===== src/inc/eub_consts.vh =====
// Purpose: Register map, field positions and timing constants of the enhanced UART block
// Assumes: APB byte addresses are four times the printed register index
// Notes: Included by the UART top and its bit-timing helper
`ifndef EUB_CONSTS_VH
`define EUB_CONSTS_VH
// Register indices
`define EUB_IDX_CTRL 8'h00_b1
`define EUB_IDX_IRQ 8'h00_b4
`define EUB_IDX_DATA 8'h00_b5
`define EUB_IDX_DIVL 8'h00_b6
`define EUB_IDX_DIVH 8'h00_b7
`define EUB_IDX_BRK 8'h00_c1
// Register reset values
`define EUB_RST_BYTE 8'h00
`define EUB_RST_DIV 16'h0000
// Interrupt register fields
`define EUB_IRQ_GIE 7
`define EUB_IRQ_TI 0
// Control register fields
`define EUB_CTRL_BREAK 3
// Break configuration register fields
`define EUB_BRK_IEN 7
`define EUB_BRK_SPH 5
`define EUB_BRK_SPL 4
`define EUB_BRK_FLAG 3
`define EUB_BRK_SYNC 2
`define EUB_BRK_LENH 1
`define EUB_BRK_LENL 0
// Break length base in bit times for code 00
`define EUB_BRK_BASE 5'h0_d
// Sync byte value of a break header
`define EUB_SYNC_BYTE 8'h0_55
// Sample point numerators over sixteen
`define EUB_SP_50 5'h0_8
`define EUB_SP_62 5'h0_a
`define EUB_SP_69 5'h0_b
`define EUB_SP_75 5'h0_c
// Bits in a frame with start and stop
`define EUB_FRAME_BITS 4'h0_a
`endif


===== src/eub_uart.v =====
// Purpose: Enhanced UART with FIFOs, 16-bit baud divisor, break/sync and interrupts behind APB
// Assumes: 8N1 framing; tx_done and break_done flags are set-wins over clear
// Assumes: a break request is honoured only while the transmitter is idle
// Notes: One transmit engine serves break, sync and FIFO bytes
// How it works
// Set tx done flag when TX FIFO drains
// Writing 0 clears tx flag and enable
// Tx done enable lets flag raise interrupt
// Data read pops oldest receive byte
// Data write pushes byte into transmit FIFO
// Divisor is two byte registers reset zero
// Bit time is divisor plus one clocks
// Break enable raises interrupt after break done
// Sample point code picks 50/62.5/69/75 percent
// Break flag set by hardware, software clears
// Sync byte follows break when selected
// Break length 13 to 16 bit times
// Break bit holds line low, self clears
// FIFO bytes wait until sync is sent
// Interrupt needs global enable and enabled flag
// Receive sampling counted from start edge

`include "eub_consts.vh"
module eub_uart #(
  parameter DEPTH = 15, // FIFO entries each way
  parameter AW = 4 // FIFO index width
) (
  input wire core_clk, // System clock
  input wire rst, // Asynchronous reset, high
  input wire psel, // APB select
  input wire penable, // APB enable
  input wire pwrite, // APB direction
  input wire [11:0] paddr, // APB byte address
  input wire [31:0] pwdata, // APB write data
  output reg [31:0] prdata, // APB read data
  output reg pready, // APB ready
  output reg pslverr, // APB error for unmapped address
  input wire rx_pin, // Serial receive line
  output reg tx_pin, // Serial transmit line
  output reg irq // Level interrupt
);

  // Transmit engine states
  // S_BREAK holds the line low; S_BYTE shifts a start-data-stop frame
  localparam S_IDLE = 2'h0;
  localparam S_BREAK = 2'h1;
  localparam S_BYTE = 2'h2;

  // Registers
  reg [15:0] div_reg;
  reg [7:0] brk_cfg_reg; // enable, sample, sync, length; flag kept separately
  reg brk_flag_reg;
  reg brk_busy_reg;
  reg tx_flag_reg;
  reg tx_en_reg;
  reg gie_reg;

  // FIFOs
  reg [7:0] txm [0:DEPTH-1];
  reg [7:0] rxm [0:DEPTH-1];
  reg [AW-1:0] tx_wp_reg, tx_rp_reg, rx_wp_reg, rx_rp_reg;
  // Byte counts run one bit wider than the pointers to tell full from empty
  reg [AW:0] tx_cnt_reg, rx_cnt_reg;

  // Transmitter
  reg [1:0] tx_st_reg;
  reg [15:0] tx_div_reg;
  reg [4:0] tx_bit_reg;
  // Holds stop, data and start; shifts right one bit per tick
  reg [9:0] tx_sh_reg;
  reg tx_sync_pend_reg;

  // Receiver
  // rx_prev_reg trails the second stage to find the falling start edge
  reg rx_s1_reg, rx_s2_reg, rx_prev_reg;
  reg rx_act_reg;
  reg [15:0] rx_div_reg;
  reg [3:0] rx_bit_reg;
  reg [7:0] rx_sh_reg;
  wire [15:0] samp_cnt;
  wire tx_done_evt;

  // APB decode
  wire acc = psel && penable;
  wire [9:0] idx = paddr[11:2];
  wire wr = acc && pwrite;
  wire rd = acc && !pwrite;
  wire hit_ctrl = (idx == {2'h0, `EUB_IDX_CTRL});
  wire hit_irq = (idx == {2'h0, `EUB_IDX_IRQ});
  wire hit_data = (idx == {2'h0, `EUB_IDX_DATA});
  wire hit_divl = (idx == {2'h0, `EUB_IDX_DIVL});
  wire hit_divh = (idx == {2'h0, `EUB_IDX_DIVH});
  wire hit_brk = (idx == {2'h0, `EUB_IDX_BRK});
  wire mapped = hit_ctrl | hit_irq | hit_data | hit_divl | hit_divh | hit_brk;
  // FIFO strobes are refused when full or empty
  wire tx_push = wr && hit_data && (tx_cnt_reg != DEPTH[AW:0]);
  wire rx_pop = rd && hit_data && (rx_cnt_reg != {(AW+1){1'b0}});
  wire tx_pop;
  wire rx_push;
  // Break request takes effect on the completing edge, like any write
  wire brk_start = wr && pready && hit_ctrl && pwdata[`EUB_CTRL_BREAK] && !brk_busy_reg;
  wire brk_done;
  wire [4:0] brk_bits = `EUB_BRK_BASE + {3'h0, brk_cfg_reg[`EUB_BRK_LENH:`EUB_BRK_LENL]};

  // Sample point helper
  // The count runs from the detected start edge, not from the line edge
  eub_sample_point u_sp (
    .divisor(div_reg),
    .point_sel(brk_cfg_reg[`EUB_BRK_SPH:`EUB_BRK_SPL]),
    .sample_cnt(samp_cnt)
  );

  // Bus answer registers; answer one cycle into the access phase
  // The pready term keeps a held request from being answered twice
  always @(posedge core_clk or posedge rst) begin
    if (rst) begin
      pready <= 1'b0;
      pslverr <= 1'b0;
      prdata <= 32'h0000_0000;
    end else begin
      pready <= psel && penable && !pready;
      pslverr <= psel && penable && !pready && !mapped;
      prdata <= 32'h0000_0000;
      // Read data is chosen once, at the first access edge
      if (psel && penable && !pready && !pwrite) begin
        if (hit_ctrl) prdata <= {28'h000_0000, brk_busy_reg, 3'h0};
        if (hit_irq) prdata <= {24'h00_0000, gie_reg, 6'h00, tx_flag_reg};
        if (hit_data) prdata <= {24'h00_0000, rxm[rx_rp_reg]};
        if (hit_divl) prdata <= {24'h00_0000, div_reg[7:0]};
        if (hit_divh) prdata <= {24'h00_0000, div_reg[15:8]};
        if (hit_brk) prdata <= {24'h00_0000, brk_cfg_reg[7:4], brk_flag_reg, brk_cfg_reg[2:0]};
      end
    end
  end

  // Writes take effect on the completing edge only
  wire wr_done = wr && pready;

  // Configuration and divisor registers
  // Divisor bytes are independent; a new rate applies from the next bit
  always @(posedge core_clk or posedge rst) begin
    if (rst) begin
      div_reg <= `EUB_RST_DIV;
      brk_cfg_reg <= `EUB_RST_BYTE;
      gie_reg <= 1'b0;
      tx_en_reg <= 1'b0;
    end else if (wr_done) begin
      if (hit_divl) div_reg[7:0] <= pwdata[7:0];
      if (hit_divh) div_reg[15:8] <= pwdata[7:0];
      if (hit_brk) brk_cfg_reg <= pwdata[7:0];
      if (hit_irq) begin
        gie_reg <= pwdata[`EUB_IRQ_GIE];
        tx_en_reg <= pwdata[`EUB_IRQ_TI];
      end
    end
  end

  // Sticky flags; a hardware set in the clearing cycle wins
  // Clearing is by writing zero, so writing ones back leaves a flag alone
  always @(posedge core_clk or posedge rst) begin
    if (rst) begin
      tx_flag_reg <= 1'b0;
      brk_flag_reg <= 1'b0;
    end else begin
      if (tx_done_evt) tx_flag_reg <= 1'b1;
      else if (wr_done && hit_irq && !pwdata[`EUB_IRQ_TI]) tx_flag_reg <= 1'b0;
      if (brk_done) brk_flag_reg <= 1'b1;
      else if (wr_done && hit_brk && !pwdata[`EUB_BRK_FLAG]) brk_flag_reg <= 1'b0;
    end
  end

  // Interrupt output, registered
  // Registering costs a cycle of latency but keeps the pin glitch free
  always @(posedge core_clk or posedge rst) begin
    if (rst) irq <= 1'b0;
    else irq <= gie_reg && ((tx_flag_reg && tx_en_reg) || (brk_flag_reg && brk_cfg_reg[`EUB_BRK_IEN]));
  end

  // FIFO storage, one generated always block per entry
  // Storage has no reset; the pointers decide which entries are valid
  genvar g;
  generate
    for (g = 0; g < DEPTH; g = g + 1) begin : g_fifo
      always @(posedge core_clk) begin
        if (tx_push && wr_done && tx_wp_reg == g[AW-1:0]) txm[g] <= pwdata[7:0];
        if (rx_push && rx_wp_reg == g[AW-1:0]) rxm[g] <= rx_sh_reg;
      end
    end
  endgenerate

  // Pointer step with wrap after the last entry
  function [AW-1:0] nxt;
    input [AW-1:0] p;
    begin
      nxt = (p == DEPTH[AW-1:0] - 1'b1) ? {AW{1'b0}} : p + 1'b1;
    end
  endfunction

  // FIFO pointers; a full receive FIFO drops the new byte
  // Reading an empty receive FIFO returns a stale entry and pops nothing
  wire rx_full = (rx_cnt_reg == DEPTH[AW:0]);
  always @(posedge core_clk or posedge rst) begin
    if (rst) begin
      tx_wp_reg <= {AW{1'b0}};
      tx_rp_reg <= {AW{1'b0}};
      rx_wp_reg <= {AW{1'b0}};
      rx_rp_reg <= {AW{1'b0}};
      tx_cnt_reg <= {(AW+1){1'b0}};
      rx_cnt_reg <= {(AW+1){1'b0}};
    end else begin
      if (tx_push && wr_done) tx_wp_reg <= nxt(tx_wp_reg);
      if (tx_pop) tx_rp_reg <= nxt(tx_rp_reg);
      tx_cnt_reg <= tx_cnt_reg + {{AW{1'b0}}, tx_push && wr_done} - {{AW{1'b0}}, tx_pop};
      if (rx_push && !rx_full) rx_wp_reg <= nxt(rx_wp_reg);
      if (rx_pop && pready) rx_rp_reg <= nxt(rx_rp_reg);
      rx_cnt_reg <= rx_cnt_reg + {{AW{1'b0}}, rx_push && !rx_full} - {{AW{1'b0}}, rx_pop && pready};
    end
  end

  // Transmit engine: break field, optional sync, then FIFO bytes
  // The sync start bit follows the break at once, so the line stays low through it
  wire tx_tick = (tx_div_reg == 16'h0000);
  wire tx_can_load = (tx_st_reg == S_IDLE) && !brk_busy_reg && (tx_cnt_reg != {(AW+1){1'b0}});
  // A byte is popped only when the engine really loads it, never beside a break start
  assign tx_pop = tx_can_load && !brk_start;
  // Last bit of a break or a frame ends on this tick
  wire last_bit = (tx_st_reg != S_IDLE) && tx_tick && (tx_bit_reg == 5'h01);
  wire byte_end = last_bit && (tx_st_reg == S_BYTE);
  // Break completion waits for the sync frame when one is sent
  assign brk_done = brk_busy_reg && last_bit &&
    ((tx_st_reg == S_BREAK && !tx_sync_pend_reg) || (tx_st_reg == S_BYTE));
  // Completion counts only for data bytes that leave an empty FIFO
  assign tx_done_evt = byte_end && !brk_busy_reg && (tx_cnt_reg == {(AW+1){1'b0}});

  // Shift engine; every bit lasts divisor plus one clocks
  always @(posedge core_clk or posedge rst) begin
    if (rst) begin
      tx_st_reg <= S_IDLE;
      tx_div_reg <= 16'h0000;
      tx_bit_reg <= 5'h00;
      tx_sh_reg <= 10'h3ff;
      tx_sync_pend_reg <= 1'b0;
      brk_busy_reg <= 1'b0;
      tx_pin <= 1'b1;
    end else begin
      case (tx_st_reg)
        S_IDLE: begin
          tx_pin <= 1'b1;
          // A break request outranks queued data
          if (brk_start) begin
            brk_busy_reg <= 1'b1;
            tx_sync_pend_reg <= brk_cfg_reg[`EUB_BRK_SYNC];
            tx_st_reg <= S_BREAK;
            tx_bit_reg <= brk_bits;
            tx_div_reg <= div_reg;
            tx_pin <= 1'b0;
          end else if (tx_can_load) begin
            tx_sh_reg <= {1'b1, txm[tx_rp_reg], 1'b0};
            tx_st_reg <= S_BYTE;
            tx_bit_reg <= {1'b0, `EUB_FRAME_BITS};
            tx_div_reg <= div_reg;
            tx_pin <= 1'b0;
          end
        end

        // Line held low while the break bit times count down
        S_BREAK: begin
          tx_div_reg <= tx_tick ? div_reg : tx_div_reg - 16'h0001;
          if (tx_tick) begin
            tx_bit_reg <= tx_bit_reg - 5'h01;
            if (tx_bit_reg == 5'h01) begin
              if (tx_sync_pend_reg) begin
                tx_sh_reg <= {1'b1, `EUB_SYNC_BYTE, 1'b0};
                tx_st_reg <= S_BYTE;
                tx_bit_reg <= {1'b0, `EUB_FRAME_BITS};
                tx_pin <= 1'b0;
              end else begin
                brk_busy_reg <= 1'b0;
                tx_st_reg <= S_IDLE;
                tx_pin <= 1'b1;
              end
            end
          end
        end

        // Start, eight data bits LSB first, then the stop bit
        S_BYTE: begin
          tx_div_reg <= tx_tick ? div_reg : tx_div_reg - 16'h0001;
          if (tx_tick) begin
            tx_bit_reg <= tx_bit_reg - 5'h01;
            tx_sh_reg <= {1'b1, tx_sh_reg[9:1]};
            tx_pin <= tx_sh_reg[1];
            if (tx_bit_reg == 5'h01) begin
              tx_st_reg <= S_IDLE;
              tx_pin <= 1'b1;
              if (brk_busy_reg) begin
                brk_busy_reg <= 1'b0;
                tx_sync_pend_reg <= 1'b0;
              end
            end
          end
        end
        default: tx_st_reg <= S_IDLE;
      endcase
    end
  end

  // Receive line synchroniser, edge detect after second stage
  // Idle-high reset values keep a false start edge from following reset
  always @(posedge core_clk or posedge rst) begin
    if (rst) begin
      rx_s1_reg <= 1'b1;
      rx_s2_reg <= 1'b1;
      rx_prev_reg <= 1'b1;
    end else begin
      rx_s1_reg <= rx_pin;
      rx_s2_reg <= rx_s1_reg;
      rx_prev_reg <= rx_s2_reg;
    end
  end

  // Receiver: first sample at chosen point after the start edge, then every bit period
  // The start edge is seen three clocks late, which shifts every sample alike
  wire rx_tick = rx_act_reg && (rx_div_reg == 16'h0000);
  // Push needs a high stop bit and room; a full FIFO or a framing error drops the byte
  assign rx_push = rx_tick && (rx_bit_reg == `EUB_FRAME_BITS - 4'h1) && rx_s2_reg && !rx_full;
  always @(posedge core_clk or posedge rst) begin
    if (rst) begin
      rx_act_reg <= 1'b0;
      rx_div_reg <= 16'h0000;
      rx_bit_reg <= 4'h0;
      rx_sh_reg <= 8'h00;
    end else if (!rx_act_reg) begin
      if (rx_prev_reg && !rx_s2_reg) begin
        rx_act_reg <= 1'b1;
        rx_div_reg <= samp_cnt;
        rx_bit_reg <= 4'h0;
      end
    end else begin
      rx_div_reg <= rx_tick ? div_reg : rx_div_reg - 16'h0001;
      if (rx_tick) begin
        rx_bit_reg <= rx_bit_reg + 4'h1;
        if (rx_bit_reg == 4'h0 && rx_s2_reg) rx_act_reg <= 1'b0; // False start rejected
        if (rx_bit_reg != 4'h0) rx_sh_reg <= {rx_s2_reg, rx_sh_reg[7:1]};
        if (rx_bit_reg == `EUB_FRAME_BITS - 4'h1) rx_act_reg <= 1'b0;
      end
    end
  end

endmodule // eub_uart


===== src/eub_sample_point.v =====
// Purpose: Converts the divisor and sample-point code into a count inside the bit
// Assumes: Divisor gives cycles per bit minus one
// Notes: Purely combinational, shared by the receiver
`include "eub_consts.vh"
module eub_sample_point (
  input wire [15:0] divisor, // Baud divisor
  input wire [1:0] point_sel, // Sample point code
  output reg [15:0] sample_cnt // Cycle count from start edge
);
  reg [4:0] num;
  reg [20:0] prod;
  // Fraction of the bit period, rounded down; a zero divisor samples at cycle 0
  always @* begin
    case (point_sel)
      2'h0: num = `EUB_SP_50;
      2'h1: num = `EUB_SP_62;
      2'h2: num = `EUB_SP_69;
      default: num = `EUB_SP_75;
    endcase
    prod = ({5'h0_0, divisor} + 21'h0_0001) * {16'h0_000, num};
    sample_cnt = prod[19:4];
  end
endmodule // eub_sample_point


===== config.mk =====
export PLATFORM = sky130hd
export DESIGN_NAME = eub_uart
export DESIGN_NICKNAME = d
export VERILOG_FILES = /design/src/eub_uart.v /design/src/eub_sample_point.v
export VERILOG_INCLUDE_DIRS = /design/src /design/src/inc
export SDC_FILE = /design/constraint.sdc
export NUM_CORES = 1
export LEC_CHECK = 0
export BUFFER_PORTS_ARGS = -buffer_cell sky130_fd_sc_hd__buf_2
export CAP_MARGIN = 20
export CORE_UTILIZATION = 39
export CTS_CLUSTER_SIZE = 16
export DETAILED_ROUTE_END_ITERATION = 8
export PLACE_DENSITY_LB_ADDON = 0.1
export SYNTH_ARGS = -nofsm -noshare
export SYNTH_HDL_FRONTEND = slang
export SYNTH_HIERARCHICAL = 1
export SYNTH_SLANG_ARGS = --single-unit

===== constraint.sdc =====
create_clock -name core_clk -period 6.6 [get_ports core_clk]
set_input_delay 1.65 -clock core_clk [delete_from_list [all_inputs] [get_ports core_clk]]
set_output_delay 1.65 -clock core_clk [all_outputs]
set_load 0.01 [all_outputs]

# Word-level counts from Yosys, hierarchy flattened
# Memory sizes are Yosys's and may differ from the RTL's.
# Cells that the tools add are included.
[totals]
register_bits = 157
ram_bits = 240
word_cells = 469
n_memories = 2
[classes]
addsub = 14
mul = 1
n_eq_ne = 56
n_mux = 217
n_bitwise = 5
n_reduce_logical = 143
[memory_table]
columns = ["name", "words", "word_bits", "read_ports", "rd_ports_with_merged_regs", "write_ports", "line_no", "text"]
rows = [
  ["rxm", 15, 8, 1, 0, 1, "eub_uart.v:60", "reg [7:0] rxm [0:DEPTH-1];"],
  ["txm", 15, 8, 1, 0, 1, "eub_uart.v:59", "reg [7:0] txm [0:DEPTH-1];"],
]
[ops]
columns = ["operator", "n"]
rows = [
  ["$mux W8", 28],
  ["$reduce_or A8 Y1", 28],
  ["$mux W32", 6],
  ["$mux W4", 36],
  ["$mux W1", 114],
  ["$mux W16", 6],
  ["$logic_and A1 B1 Y1", 71],
  ["$eq A4 B4 Y1 const B", 17],
  ["$eq A10 B8 Y1 const B", 6],
  ["$mux W10", 6],
  ["$eq A4 B3 Y1 const B", 8],
  ["$logic_not A16 Y1", 2],
  ["$pmux W16 S2", 1],
  ["$sub A16 B1 Y16 const B", 2],
  ["$mux W5", 6],
  ["$pmux W10 S3", 1],
  ["$mul A21 B4 Y20", 1],
  ["$add A4 B1 Y4 const B", 5],
  ["$ne A2 B2 Y1 const B", 10],
  ["$add A16 B1 Y17 const B", 1],
  ["$eq A4 B2 Y1 const B", 4],
  ["$pmux W5 S3", 1],
  ["$mux W2", 7],
  ["$reduce_and A7 Y1", 2],
  ["31 further kinds", 67],
]

# Logic depth before layout (Yosys ltp)
# Gate-level depths: netlist (run 1).
[depth]
word_depth = 23
depth_mapped = 21
ltp_nobuf = 21

# Modules after synthesis
# The synthesis (run 1) kept the hierarchy.
[by_module_without_submodules]
columns = ["mod", "n_inst", "cells_per_inst", "area_per_inst_um2", "seq_area_each_um2"]
rows = [
  ["eub_uart", 1, 1258, 17068.9, 10475.0],
  ["eub_sample_point", 1, 265, 2099.5, 0.0],
]

# Least setup slack after synthesis (run 1)
# OpenSTA, ideal clock, no wires.
[synth_path]
path_type = "reg2reg"
from = "reg div_reg[0]"
to = "reg rx_div_reg[12]"
setup_ns = 0.136
arrival_ns = 4.370
setup_slack_ns = 2.094
stages_incl_launch_ff = 22
n_path_buf = 0
cell_sequence = "dfrtp_1 > ha_1 > nand3_1 > nor2_1 > nand2_1 > xor2_1 > nor2_1 > fa_1 > inv_1 > fa_1 > inv_1 > ha_1 > a211oi_1 > o21ai_1 > o21a_1 > a21o_1 > a21oi_1 > xnor2_1 > nor2_1 > nor2_1 > a2111oi_0 > nor3_1"
[synth_via]
elab_chain_cells = 4
[synth_lines]
columns = ["item", "line_no", "text"]
rows = [
  ["start, declared", "eub_uart.v:50", "reg [15:0] div_reg;"],
  ["start signal, assigned", "eub_uart.v:143", "div_reg <= `EUB_RST_DIV;"],
  ["start signal, assigned", "eub_uart.v:148", "if (hit_divl) div_reg[7:0] <= pwdata[7:0];"],
  ["$add A16 B1 Y17", "eub_sample_point.v:20", "prod = ({5'h0_0, divisor} + 21'h0_0001) * {16'h0_000, num};"],
  ["$mul A21 B4 Y20", "eub_sample_point.v:20", ""],
  ["named net samp_cnt[12]", "eub_uart.v:80", "wire [15:0] samp_cnt;"],
  ["$mux W16", "eub_uart.v:334", "if (rx_prev_reg && !rx_s2_reg) begin"],
  ["$mux W16", "eub_uart.v:333", "end else if (!rx_act_reg) begin"],
  ["end signal, assigned", "eub_uart.v:336", "rx_div_reg <= samp_cnt;"],
  ["end signal, assigned", "eub_uart.v:340", "rx_div_reg <= rx_tick ? div_reg : rx_div_reg - 16'h0001;"],
  ["end, declared", "eub_uart.v:77", "reg [15:0] rx_div_reg;"],
]
# The timed path passes the listed nets, and every way through them passes these cells. The select of a mux whose other input is x is not followed.
# A chain may end at the register's enable or synchronous reset.

# Final worst setup path (run 1)
# Ends and elaborated chain as after synthesis.

==> results of run 1 <==
metrics by stage:
stage	utilization [%]	instance area [sq um]	hold WS, ps
floorplan	-	19300	345
global placement	41.6	20000	348
detailed placement	41.6	20000	351
CTS	44.6	21500	359
global route	44.6	21500	366
finish	44.6	21500	358
worst reg2reg max path: stages, from the launching register on:
cell and delay, ps:
sky130_fd_sc_hd__dfrtp_1 620, sky130_fd_sc_hd__ha_1 280, sky130_fd_sc_hd__nand3_1 220, sky130_fd_sc_hd__nor2_1 240
sky130_fd_sc_hd__nand4_1 140, sky130_fd_sc_hd__xnor2_1 400, sky130_fd_sc_hd__nand2b_1 140, sky130_fd_sc_hd__fa_1 520
sky130_fd_sc_hd__fa_1 550, sky130_fd_sc_hd__inv_1 40, sky130_fd_sc_hd__ha_1 330, sky130_fd_sc_hd__o21ai_0 130
sky130_fd_sc_hd__o21ai_0 360, sky130_fd_sc_hd__o21a_1 250, sky130_fd_sc_hd__a21o_1 170, sky130_fd_sc_hd__a21oi_1 90
sky130_fd_sc_hd__xnor2_1 140, sky130_fd_sc_hd__nor2_1 120, sky130_fd_sc_hd__nor2_1 70, sky130_fd_sc_hd__a2111oi_0 410
sky130_fd_sc_hd__nor3_1 90
synth_stat cells, drive strengths merged, types with 5 or more instances:
| cell type | count | area [sq um] |
|---|---|---|
| a21o | 10 | 75.1 |
| a22o | 5 | 43.8 |
| a311oi | 7 | 61.3 |
| o21ai | 63 | 315 |
| nand2 | 87 | 327 |
| nor3 | 51 | 265 |
| o22ai | 16 | 100 |
| nor2b | 25 | 156 |
| fa | 30 | 601 |
| clkbuf | 61 | 229 |
| o31ai | 5 | 37.5 |
| nand3 | 36 | 185 |
| a211oi | 7 | 52.6 |
| dfrtp | 118 | 2950 |
| o221ai | 7 | 61.3 |
| and3 | 10 | 62.6 |
| or4 | 5 | 41.3 |
| o211ai | 26 | 205 |
| nor4 | 11 | 83.8 |
| nand2b | 31 | 194 |
| dfstp | 12 | 315 |
| a31oi | 17 | 121 |
| nor2 | 81 | 307 |
| nand4 | 10 | 62.6 |
| edfxtp | 240 | 7210 |
| nand4b | 6 | 52.6 |
| mux4 | 49 | 1100 |
| a2111oi | 5 | 62.6 |
| mux2i | 47 | 470 |
| o2bb2ai | 14 | 123 |
| nor4b | 5 | 43.8 |
| a21oi | 49 | 245 |
| or3 | 15 | 98.8 |
| nand3b | 6 | 45.0 |
| ha | 53 | 663 |
| inv | 95 | 357 |
| mux2 | 51 | 574 |
| xor2 | 16 | 140 |
| xnor2 | 29 | 277 |
| buf | 35 | 229 |
| and2b | 6 | 45.0 |
| and2 | 12 | 75.1 |
| a22oi | 9 | 67.6 |
metal layers:
metal	vias up	global-route usage (%)	wire [um]
met2	255	30.6	22100
met3	62	2.52	1910
met1	6194	28.3	22600
met4	0	5.92	1140
li1	5734	-	-
met5	-	0	0
power by group:
group	switching, mW	internal [mW]
combinational	0.190	0.144
clock	0.965	1.46
sequential	0.0826	2.53
layout make-up:
| class | instances | area [sq um] |
|---|---|---|
| diodes | 2 | 5.00 |
| clock inverters | 20 | 297 |
| repair buffers | 65 | 398 |
| fillers | 4415 | 26700 |
| inverters | 95 | 362 |
| clock buffers | 57 | 1150 |
| multi-input cells | 985 | 7980 |
| flip-flops and latches | 370 | 10500 |
| well taps | 656 | 821 |
how the worst max path moves through the flow:
| stage | startpoint | to | slack (ps) | cells past startpoint |
|---|---|---|---|---|
| final | div_reg[0] | rx_div_reg[12] | 1160 | 20 |
| after global routing | div_reg[0] | rx_div_reg[12] | 750 | 21 |
| after CTS | div_reg[0] | rx_div_reg[12] | 1130 | 20 |
| after detailed placement | div_reg[0] | rx_div_reg[12] | 1180 | 20 |
| after global placement | div_reg[0] | rx_div_reg[12] | 1300 | 21 |
| after floorplan | rst | brk_busy_reg | 1500 | 1 |
kinds of logic after synthesis:
family | synth area share (%)
other | 0.0196
DFF | 54.6
xor gates and xnor gates | 2.17
adders and majority gates | 6.59
and+or+nand+nor | 11.3
muxes | 11.2
buffers and inverters | 4.25
AOI/OAI and AO/OA | 9.81
==> impl.org, run 1 <==
** Status
- Run status :: finished, final reports clean

** Detailed routing
- Detailed-route DRC error count :: 0
- Dividing the detail-routed via count by the number of cells gives approximately 5.4.
- For this run, the detailed router's first-pass iteration total came to 5.
- Dividing the detail-routed wire length by the instance count gives roughly 21 um.
- The detailed router placed around 12000 vias in this run.
- DRC violation total after the first TritonRoute iteration :: 863
- Number of nets with antenna violations after routing :: 0
- The routed design has approximately 48000 um of wire.

** Timing
- At the pin with the least slew margin, the transition time is roughly 1100 ps.
- Post-Route Setup TNS :: 0 ps
- Hold violation count in the final report :: 0
- Headroom to the max-slew limit came out at between 20% and 30%.
- Setup slack on the critical path of the routed design comes to about 1200 ps.
- Share of the clock period used by the worst path after layout :: a little over 80%
- For this run, the top clock speed supported by timing is 184 MHz.
- The worst path in the final design needs a cycle of roughly 5400 ps, including I/O delays and setup.
- Final Max Tran Viols :: 0
- Final setup viols :: 0
- Setup repair after global routing left no endpoint under its margin.
- The clock arrives with around 21 ps of skew.

** Layout
- The library cell used most frequently in the layout, excluding fill and tap cells, is sky130_fd_sc_hd__edfxtp_1.
- In the final design database the tool counted 1692 nets.
- Fraction of layout cells with a size suffix above 1 :: around 17%
- Leading registers by flop count :: rxm x120, txm x120
- Leading cell types in the layout, fill and taps excluded :: sky130_fd_sc_hd__edfxtp_1, sky130_fd_sc_hd__dfrtp_1, sky130_fd_sc_hd__inv_1, sky130_fd_sc_hd__nand2_1, sky130_fd_sc_hd__nor2_1
- Non-filler cells, final :: 2250
- P&R area growth vs syn :: 12.1%

** Global route
- Maximum number of pins on one net before global-route repair :: 91
- Antenna violations before repair :: 2
- The number of global-route vias before repair is around 12000.
- Global routing finished with a remaining overflow of 0.
- Global routing used about a fifth of the available tracks across all layers.
- The first global-routing pass estimated around 75000 um of wire.

** Synth
- For this run, the leading register cell type out of synthesis is sky130_fd_sc_hd__edfxtp_1.
- In this run the mean area of a mapped cell was between 10 and 15 sq um.
- The synthesized netlist occupies a cell area of approximately 0.019 sq mm.
- Synth cell types :: 85
- Synthesis warning total :: 6
- Number of enable flip-flop cells after synthesis :: 240
- Sequential elements use 54.6% of the synthesized area.
- Synthesis inferred 370 register bits.
- For this run, asynchronously set or reset flops after synthesis account for between 30% and 40%.
- Synthesis handed over a netlist of between 1500 and 2000 instances.

** Clock tree
- CTS tree :: built
- Total CTS buffers :: 42
- Clock latency on the worst-skew pair, taken at its later pin, is about 570 ps.
- Clk Tree Root Cell :: sky130_fd_sc_hd__clkbuf_16
- H-Tree Level Count :: 2
- Clock-pin slew was measured on the worst setup and hold paths at ~60 ps.
- CTS Buffer Depth :: 3
- Counting every sink on the clock net gives 370.
- Buffers inserted by post-CTS timing repair :: 0
- The number of hold buffers added after CTS was 0.
- Once the clock tree was built, the resizer swapped 0 gates to a different size.

** Setup path
- Type of origin of the critical path :: register
- Arrival time at the worst endpoint :: about 6000 ps
- Together, buffers and inverters on the worst path number 1.
- Max stage delay on crit path :: a little over 600 ps
- Worst r2r path cells :: 20
- Maximum net fanout on the critical path :: 12
- Sort of element at the end of the critical path :: register
- Most used cell, CP :: sky130_fd_sc_hd__nor2_1
- Family of cells with the greatest summed delay on the critical path :: adder cells
- Req. time, crit path :: between 7000 and 8000 ps
- Type of the worst setup path :: register to register
- R2R Path Start :: div_reg[0]
- Cell with the largest stage delay on the worst path :: sky130_fd_sc_hd__dfrtp_1
- The worst register-to-register path ends at rx_div_reg[12].
- The critical path goes through ha_1 -> nand3_1 -> nor2_1 -> nand4_1 -> xnor2_1 -> nand2b_1 -> fa_1 -> fa_1 -> inv_1 -> ha_1 -> o21ai_0 -> o21ai_0 -> o21a_1 -> a21o_1 -> a21oi_1 -> xnor2_1 -> nor2_1 -> nor2_1 -> a2111oi_0 -> nor3_1.
- Register-to-Register Setup Slack :: 1160 ps

** Run
- Total of max-cap violations :: 0

** Power
- The analysis attributes to cell leakage a power of 8.03 nW.
- Across the VDD grid, the largest voltage drop is between 0.15 and 0.2 mV.
- Power Density :: about 250 mW/mm^2
- Overall power consumption after layout is estimated at ~5.4 mW.

** Floorplan
- During I/O placement, the number of pins put on the boundary was between 80 and 90.
- Die Outline Area :: 0.0500 sq mm
- The floorplan step defined a core boundary enclosing slightly below 0.05 sq mm.
- # rows :: 80
- From left edge to right edge, the die measures between 200 and 250 um.
- Measured along the y axis, the die boundary spans ~220 um.
- For this configuration, the core starts out at a cell density of between 30% and 40%.

** Placed design
- Before CTS, the worst setup slack after placement is around 1200 ps.
- Number of cells in the design after placement :: between 2000 and 2500
- The congestion estimate from routability-driven global placement came to 0.813.
- Total of buffers placed on input and output ports :: 35
- The HPWL after detailed placement is approximately 32000 um.

** Hold path
- Hold endpoint :: rx_s2_reg
- The worst hold path passes through 0 cells.
- Kind of path behind the tightest hold check :: register to register
- Hold path startpoint :: rx_s1_reg
Note: power is estimated with default switching activity, not from simulation.
==> run 2, diff against run 1 <==
- clock period: 6.6 -> 4.7 ns (I/O delays scaled with it)
==> run 2 against run 1 <==
Compared with the run above:
- first-iteration DRC count is 4.9% lower
- combinational power grew 43%
- wire length rose by 2.1%
- critical endpoint is now rx_div_reg[15]
- largest cell class unchanged
- highest routed layer unchanged
==> impl.org, run 2 (synthesis results as in run 1) <==
** Status
- The flow ran to the end, and the final reports show no timing, DRC or antenna violations.

** Layout
- Final-layout fill cell count :: 4343
- Most common library cell in the layout ignoring fill and taps :: sky130_fd_sc_hd__edfxtp_1
- The number of antenna diodes in the final layout is 0.
- P&R area growth vs syn :: 16.1%
- Non-filler cells, final :: 2332
- Leading registers by flop count :: rxm x120, txm x120
- In the final design database the tool counted around 1800 nets.
- Fraction of layout cells with a size suffix above 1 :: ~23%
- The top cell types in the final layout, fill and taps aside, are sky130_fd_sc_hd__edfxtp_1, sky130_fd_sc_hd__dfrtp_1, sky130_fd_sc_hd__buf_4, sky130_fd_sc_hd__inv_1, sky130_fd_sc_hd__nand2_1.

** Floorplan
- Placeable Area :: 0.0481 sq mm
- The die is 224 um tall.
- Once the floorplan was initialized, standard cells occupied 39.8% of the core.
- The floorplan step set the die width to between 200 and 250 um.
- The die covers around 0.050 sq mm.
- Number of top-level pins :: 86
- # rows :: 80

** Power
- Power Density :: 338 mW/mm^2
- Share of power burned in the clock network :: about 45%
- Internal power consumption :: slightly below 6 mW
- Leakage power :: ~8.5 nW
- Flop pwr share :: 48.7%
- For this design the total switching power over the nets is 1.72 mW.
- Peak VDD IR :: 0.192 mV
- Of the total power, the share spent switching nets is a little under a quarter.
- Gate power share :: between 6 and 7%
- Power comes to 7.52 mW.

** Placed design
- Post-detail-place hpwl :: about 34000 um
- Buffers placed on the I/O ports in this run total 35.
- Routability-driven placement finished with a final weighted congestion of just over 0.8.
- Once placement completed, the tool counted placed cells totaling 2245.
- Post-Place Worst Slack :: -120 ps

** Clock tree
- After clock tree synthesis, the clock-pin slew on the worst setup and hold paths is around 60 ps.
- TritonCTS sink count :: 370
- In this run the deepest clock path goes through 3 buffers.
- The clock reaches the later pin of the worst-skew pair after between 500 and 600 ps.
- TritonCTS built the clock tree.
- The number of hold buffers added after CTS was 0.
- Clk Tree Root Cell :: sky130_fd_sc_hd__clkbuf_16
- Total CTS buffers :: between 40 and 50
- The H-tree was split into 2 levels.

** Global route
- The number of antenna violations at the first check in global routing was 3.
- Met1 demand-to-capacity share in global routing :: just under 30%
- Maximum number of pins on one net before global-route repair :: 74
- Across every metal layer, demand over resource in global routing totals between 10% and 20%.
- The number of global-route vias before repair came to approximately 12000.
- Grt total ovfl :: 0
- met2 is the most crowded layer.
- Met2 usage in global routing :: between 30% and 40%
- Global routing usage on met3 :: 3.15%
- Wire length of the first global-routing pass :: 75300 um

** Timing
- The final count of hold timing violations was 0.
- After layout, the minimum clock period comes to 4490 ps.
- The worst pin sits at a relative slew slack of 28.4%.
- Hold slack :: roughly 360 ps
- Final setup viols :: 0
- Share of the clock period used by the worst path after layout :: 95.5%
- Crit path setup slack, layout :: roughly 210 ps
- For the pin with the worst max-slew slack, the measured transition is around 1100 ps.
- Fin Clk Skew :: roughly 13 ps
- Max frequency :: approximately 220 MHz
- Final Max Tran Viols :: 0
- Setup repair after global routing could not meet its margin everywhere.
- Post-Route Setup TNS :: 0 ps

** Setup path
- STA classifies the critical path endpoint as a register.
- STA puts the critical path data arrival time at 4970 ps.
- By instance count, the cell type seen most on the critical path is sky130_fd_sc_hd__buf_4.
- Type of the worst setup path :: register to register
- Maximum net fanout on the critical path :: 5
- For flop-to-flop paths, the worst setup slack is roughly 210 ps.
- For this run, the slowest stage of the critical path takes 530 ps.
- Cell with the largest stage delay on the worst path :: sky130_fd_sc_hd__fa_1
- Req. time, crit path :: approximately 5200 ps
- Critical path cell sequence :: buf_4 -> buf_4 -> and3_1 -> nand3_2 -> nor2_4 -> buf_4 -> nand3_1 -> xnor2_2 -> and2b_1 -> fa_1 -> inv_1 -> fa_1 -> inv_1 -> ha_1 -> nand2_1 -> o21ai_2 -> nor3_2 -> o21ai_2 -> a31oi_2 -> xnor2_1 -> mux2i_1 -> o22ai_1
- STA classifies the critical path startpoint as a register.

** Hold path
- Kind of path behind the tightest hold check :: register to register

** Detailed routing
- The count of nets left with antenna violations once routing finished came out at 0.
- Via density :: roughly 5.4
- First-pass detailed-route iteration total :: 5
- After the first detailed-routing iteration, the DRC count stood at 821.
- After detailed routing, the average wire length per cell comes to 20.9 um.
- Total number of vias :: between 10000 and 15000
- Detailed-route DRC error count :: 0
- Summed over all layers, the routed wires come to 48700 um.

** Run
- Max-cap violations in this run came to 0.
run 2: area by class of cell:
cell class / count / area [sq um] / area share [%]
clock inverters: 18 / 215 / 0.967
well taps: 656 / 821 / 3.69
multi-input cells: 985 / 8120 / 36.5
repair buffers: 148 / 1030 / 4.62
clock buffers: 60 / 1230 / 5.53
inverters: 95 / 362 / 1.63
flip-flops and latches: 370 / 10500 / 47.1
run 2: metrics by stage:
| step | instance area, sq um | util (%) |
|---|---|---|
| after floorplan | 19300 | - |
| after global placement | 20600 | 42.8 |
| after detailed placement | 20600 | 42.8 |
| after CTS | 22100 | 45.8 |
| after global routing | 22300 | 46.2 |
| final | 22300 | 46.2 |
run 2: worst max-delay path, delay by kind of cell, from the launching register on:
kind / cells / cell delay (ps)
buffers and inverters: 5 / 470
flip-flops: 1 / 390
multiplexers: 1 / 120
AND/OR/NAND/NOR: 7 / 1140
adder cells (fa/ha/maj): 3 / 1410
XOR/XNOR: 2 / 370
AO/OA/AOI/OAI: 4 / 500
run 2: layer usage:
metal	routed length [um]	vias to the layer above
met5	0	-
met4	1030	0
met3	2000	61
met2	22400	251
met1	23300	6298
li1	-	5892
run 2: worst paths after layout:
| kind | from | to | cells past startpoint |
|---|---|---|---|
| worst max-delay path | div_reg[0] | rx_div_reg[15] | 22 |
| worst min-delay path | rx_s1_reg | rx_s2_reg | 0 |
| worst max register to register | div_reg[0] | rx_div_reg[15] | 22 |
| worst min register to register | rx_s1_reg | rx_s2_reg | 0 |
| max in group asynchronous | rst | tx_bit_reg[2] | 3 |
| min in group asynchronous | rst | rx_div_reg[9] | 2 |
run 2: power by group through the flow:
stage / Clock [mW] / Sequential [mW] / Combinational, mW
after floorplan: 0 / 3.69 / 0.374
after global placement: 0 / 3.72 / 0.466
after detailed placement: 0 / 3.72 / 0.480
after CTS: 3.46 / 3.66 / 0.479
after global routing: 3.59 / 3.68 / 0.546
final: 3.38 / 3.66 / 0.477
run 2: repair_timing:
action                     CTS  global route
resized for setup            2            32
setup endpoints to repair    1             8
buffers inserted             4             5
cloned                       0             0
pin swaps                    1            17
==> run 3, diff against run 2 <==
- ABC_AREA: default -> 1
- PLACE_DENSITY: default -> 0.67
- PLACE_DENSITY_LB_ADDON: 0.1 -> default
==> run 3 against run 2 <==
Compared with the run above:
- largest power group unchanged
- critical path depth grew 2
- maximum frequency grew 3.5%
- clock power shrank 4%
- global-route usage shrank 0.57 points
- cell count grew 32%
==> impl.org, run 3 <==
** Layout
- Leading registers by flop count :: rxm x120, txm x120
- Number of nets in the final layout :: 2499
- Most common library cell in the layout ignoring fill and taps :: sky130_fd_sc_hd__nand2_1
- Area of all placed cells without fillers :: 0.0224 sq mm
- Diodes inserted :: 0
- Non-filler cells, final :: between 3000 and 4000
- Fraction of layout cells with a size suffix above 1 :: around 8.5%
- Compared with the post-synthesis result, the final layout area differs by 10.7%.
- Leading cell types in the layout, fill and taps excluded :: sky130_fd_sc_hd__nand2_1, sky130_fd_sc_hd__inv_1, sky130_fd_sc_hd__nor2_1, sky130_fd_sc_hd__edfxtp_1, sky130_fd_sc_hd__nand3_1

** Synth
- Counting distinct cell types in the post-synthesis netlist gives 53.
- Largest family of logic cells by synthesized area :: simple AND/OR/NAND/NOR gates
- Area share of and/or/nand/nor cells after synthesis :: 24.7%
- Combined area of all synthesized cells :: about 0.02 sq mm
- Post-synthesis share of cell area spent on full adders, half adders and majority gates :: 6.26%
- Instance count of the mapped netlist :: 2331
- Multiplexer fraction of the synthesized cell area :: less than 1%
- Sequential cells were found to cover 51.9% of the synthesized design area.
- Cell accounting for the most synthesized area :: sky130_fd_sc_hd__edfxtp_1
- Prevailing post-synth register cell :: sky130_fd_sc_hd__edfxtp_1
- The commonest cells after synthesis are sky130_fd_sc_hd__nand2_1, sky130_fd_sc_hd__inv_1, sky130_fd_sc_hd__nor2_1.
- Summing the areas of all compound-gate instances in the mapped netlist gives ~7.2% of the synthesized area.
- Cell types occupying the most area after synthesis :: sky130_fd_sc_hd__edfxtp_1, sky130_fd_sc_hd__dfrtp_1, sky130_fd_sc_hd__nand2_1
- Synth Area in XOR/XNOR :: approximately 1.7%
- After synthesis the netlist holds a flip-flop and latch count of 370.
- Proportion of netlist area held by the largest area contributor :: about 36%
- Synthesis warning total :: 6
- Most used standard cell by instance count after synthesis :: sky130_fd_sc_hd__nand2_1
- In the synthesized netlist the async set-or-reset flop fraction comes to a little over a third.
- In this run, synthesis inferred 240 flip-flops with an integrated enable.
- Post-Syn Area per Cell :: between 8 and 9 sq um

** Timing
- The worst path uses between 90 and 100% of the clock period.
- Headroom to the max-slew limit :: ~30%
- Final setup viols :: 0
- Crit path setup slack, layout :: ~360 ps
- Post-Route Setup TNS :: 0 ps
- Max frequency :: about 230 MHz
- Setup repair after global routing left no endpoint under its margin.
- Final Max Tran Viols :: 0
- The final count of hold timing violations is 0.
- After layout, the minimum clock period comes to about 4300 ps.
- Fin Clk Skew :: 24.7 ps
- For the pin with the worst max-slew slack, the measured transition is approximately 1100 ps.
- Final hold analysis gives a worst-case slack of approximately 370 ps.

** Setup path
- Most used cell, CP :: sky130_fd_sc_hd__nand2_1
- The worst setup path is launched from a register.
- The critical path is of the register to register type.
- Sort of element at the end of the critical path :: register
- STA puts the critical path data arrival time at around 4800 ps.
- Max stage delay on crit path :: 530 ps
- Walking the worst path, the cells encountered are ha_1 -> nand2_1 -> nor2_1 -> nand2_1 -> inv_2 -> nand2_2 -> nor2_4 -> nand3_2 -> nor2_1 -> nand2_1 -> nand2_2 -> nor2_1 -> fa_1 -> inv_1 -> fa_1 -> inv_1 -> ha_1 -> a21oi_1 -> o21ai_0 -> a21oi_1 -> nand2_1 -> xor2_1 -> o21ai_0 -> a21oi_1.
- Maximum net fanout on the critical path :: 6
- Cell with the largest stage delay on the worst path :: sky130_fd_sc_hd__fa_1
- Req. time, crit path :: a little over 5000 ps

** Global route
- Wire length of the first global-routing pass :: 80000 um
- Grt total ovfl :: 0
- Maximum number of pins on one net before global-route repair :: 83
- Number of global-route vias before repair :: about 15000
- The number of antenna violations at the first check in global routing came to 2.
- Total Routing Usage GR :: 19.2%

** Clock tree
- TritonCTS sink count :: between 300 and 400
- Clk Tree Root Cell :: sky130_fd_sc_hd__clkbuf_16
- Total CTS buffers :: 40
- For the worst-skew pair, the clock arrives at the later sink with an insertion delay of roughly 570 ps.
- H-Tree Level Count :: 2
- In this run the post-CTS setup repair buffer count came out at 0.
- CTS hold repair buffers :: 0
- TritonCTS built the clock tree.
- CTS Buffer Depth :: 3
- Clock transition at the register clock pins on the worst setup and hold paths after CTS :: 60 ps

** Run
- The tool flagged a number of max-cap violations equal to 0.

** Placed design
- Port buffering added 35 buffers.
- Detailed placement finished with a half-perimeter wire length of 35000 um.
- Prior to clock tree synthesis, the placed netlist has a worst setup slack of around 270 ps.
- In this run, placement finished with an instance count of between 3000 and 4000.
- Once placement finished, the instance area stood at 0.0210 sq mm.
- Routability-driven placement finished with a final weighted congestion of about 0.92.

** Detailed routing
- After detailed routing, the average wire length per cell comes to 16.5 um.
- Via density :: 5.07
- Number of nets with antenna violations after routing :: 0
- The pre-antenna-repair detailed-routing pass consisted of 5 iterations.
- DRC violation total after the first TritonRoute iteration :: roughly 1300
- Detailed routing inserted a total of 15600 vias.
- Total length of routed wires :: ~50000 um
- Detailed-route DRC error count :: 0

** Hold path
- The path class of the tightest hold or removal check is register to register.

** Status
- The run finished with clean final reports.

** Power
- Power Density :: 451 mW/mm^2
- Peak VDD IR :: 0.297 mV
- Summed over all cells, the static leakage comes to between 9 and 10 nW.

** Floorplan
- Number of top-level pins :: 86
- # rows :: 83
- Measured along the x axis, the die boundary spans about 230 um.
- For this configuration, the core starts out at a cell density of 39.5%.
- Die Outline Area :: ~0.053 sq mm
- Placeable Area :: approximately 0.051 sq mm
- Height of the die :: roughly 230 um
==> run 3: changes by cell type after synthesis, moves of 29 or more <==
cell and change:
sky130_fd_sc_hd__mux4_2 -49, sky130_fd_sc_hd__a21oi_1 +44, sky130_fd_sc_hd__nand2b_1 -31, sky130_fd_sc_hd__mux2i_1 -46, sky130_fd_sc_hd__mux2_2 -51, sky130_fd_sc_hd__nand3_1 +136, sky130_fd_sc_hd__nand2_1 +541, sky130_fd_sc_hd__nor2_1 +182
sky130_fd_sc_hd__clkbuf_1 -38, sky130_fd_sc_hd__o21ai_0 +74, sky130_fd_sc_hd__inv_1 +193, sky130_fd_sc_hd__nor3_1 -29
==> run 3: final cells by class <==
type	count	area [sq um]
Clock inverter	26	290
Sequential cell	370	10500
Tap cell	680	851
Inverter	305	1150
Multi-Input combinational cell	1592	8180
Timing Repair Buffer	57	360
Clock buffer	48	1050
Fill cell	4909	28800
==> run 3: through the flow <==
step / total power, mW / utilization (%)
floorplan: 6.21 / -
global placement: 6.75 / 41.0
detailed placement: 6.86 / 41.0
CTS: 10.1 / 43.6
global route: 10.6 / 43.7
finish: 10.1 / 43.7
==> run 3: worst paths after layout <==
path	from	end	slack (ps)	depth (start not counted)
min in group asynchronous	rst	rx_div_reg[13]	740	2
max	div_reg[0]	rx_div_reg[12]	360	24
min reg2reg	rx_s2_reg	rx_prev_reg	370	0
min	rx_s2_reg	rx_prev_reg	370	0
max in group asynchronous	rst	rx_prev_reg	3060	3
max reg2reg	div_reg[0]	rx_div_reg[12]	360	24
==> run 3: layer usage <==
layer / vias to the layer above / global-route usage (%) / part of all wire (%)
met5: - / 0 / 0
met4: 0 / 5.56 / 2.2
met3: 77 / 3.00 / 6.6
met2: 512 / 30.9 / 46
met1: 7452 / 26.8 / 45
li1: 7575 / - / -
==> run 3: cells by family after synthesis <==
family	count (synthesis)
mux	1
fa+ha+maj	83
simple gates	1175
other cells	1
compound gates	269
buf+inv	392
xor+xnor	40
flops	370
==> run 3: repair_timing <==
action | CTS | global route
gates resized for setup | 0 | 8
hold endpoints to repair | 0 | 0
setup endpoints to repair | 0 | 4
==> run 3: report_power, final <==
group	internal, mW	switching [mW]	leakage [nW]	total (mW)
clock	1.89	1.36	0.649	3.25
combinational	0.925	1.93	5.53	2.85
sequential	3.74	0.241	3.64	3.98
==> run 3: critical path: cells and delay by family, from the launching register on <==
| family | cells | cell delay (ps) |
|---|---|---|
| AND/OR/NAND/NOR | 11 | 1140 |
| buffers and inverters | 3 | 180 |
| flip-flops | 1 | 350 |
| AO/OA/AOI/OAI | 5 | 810 |
| XOR/XNOR | 1 | 190 |
| adder cells (fa/ha/maj) | 4 | 1570 |
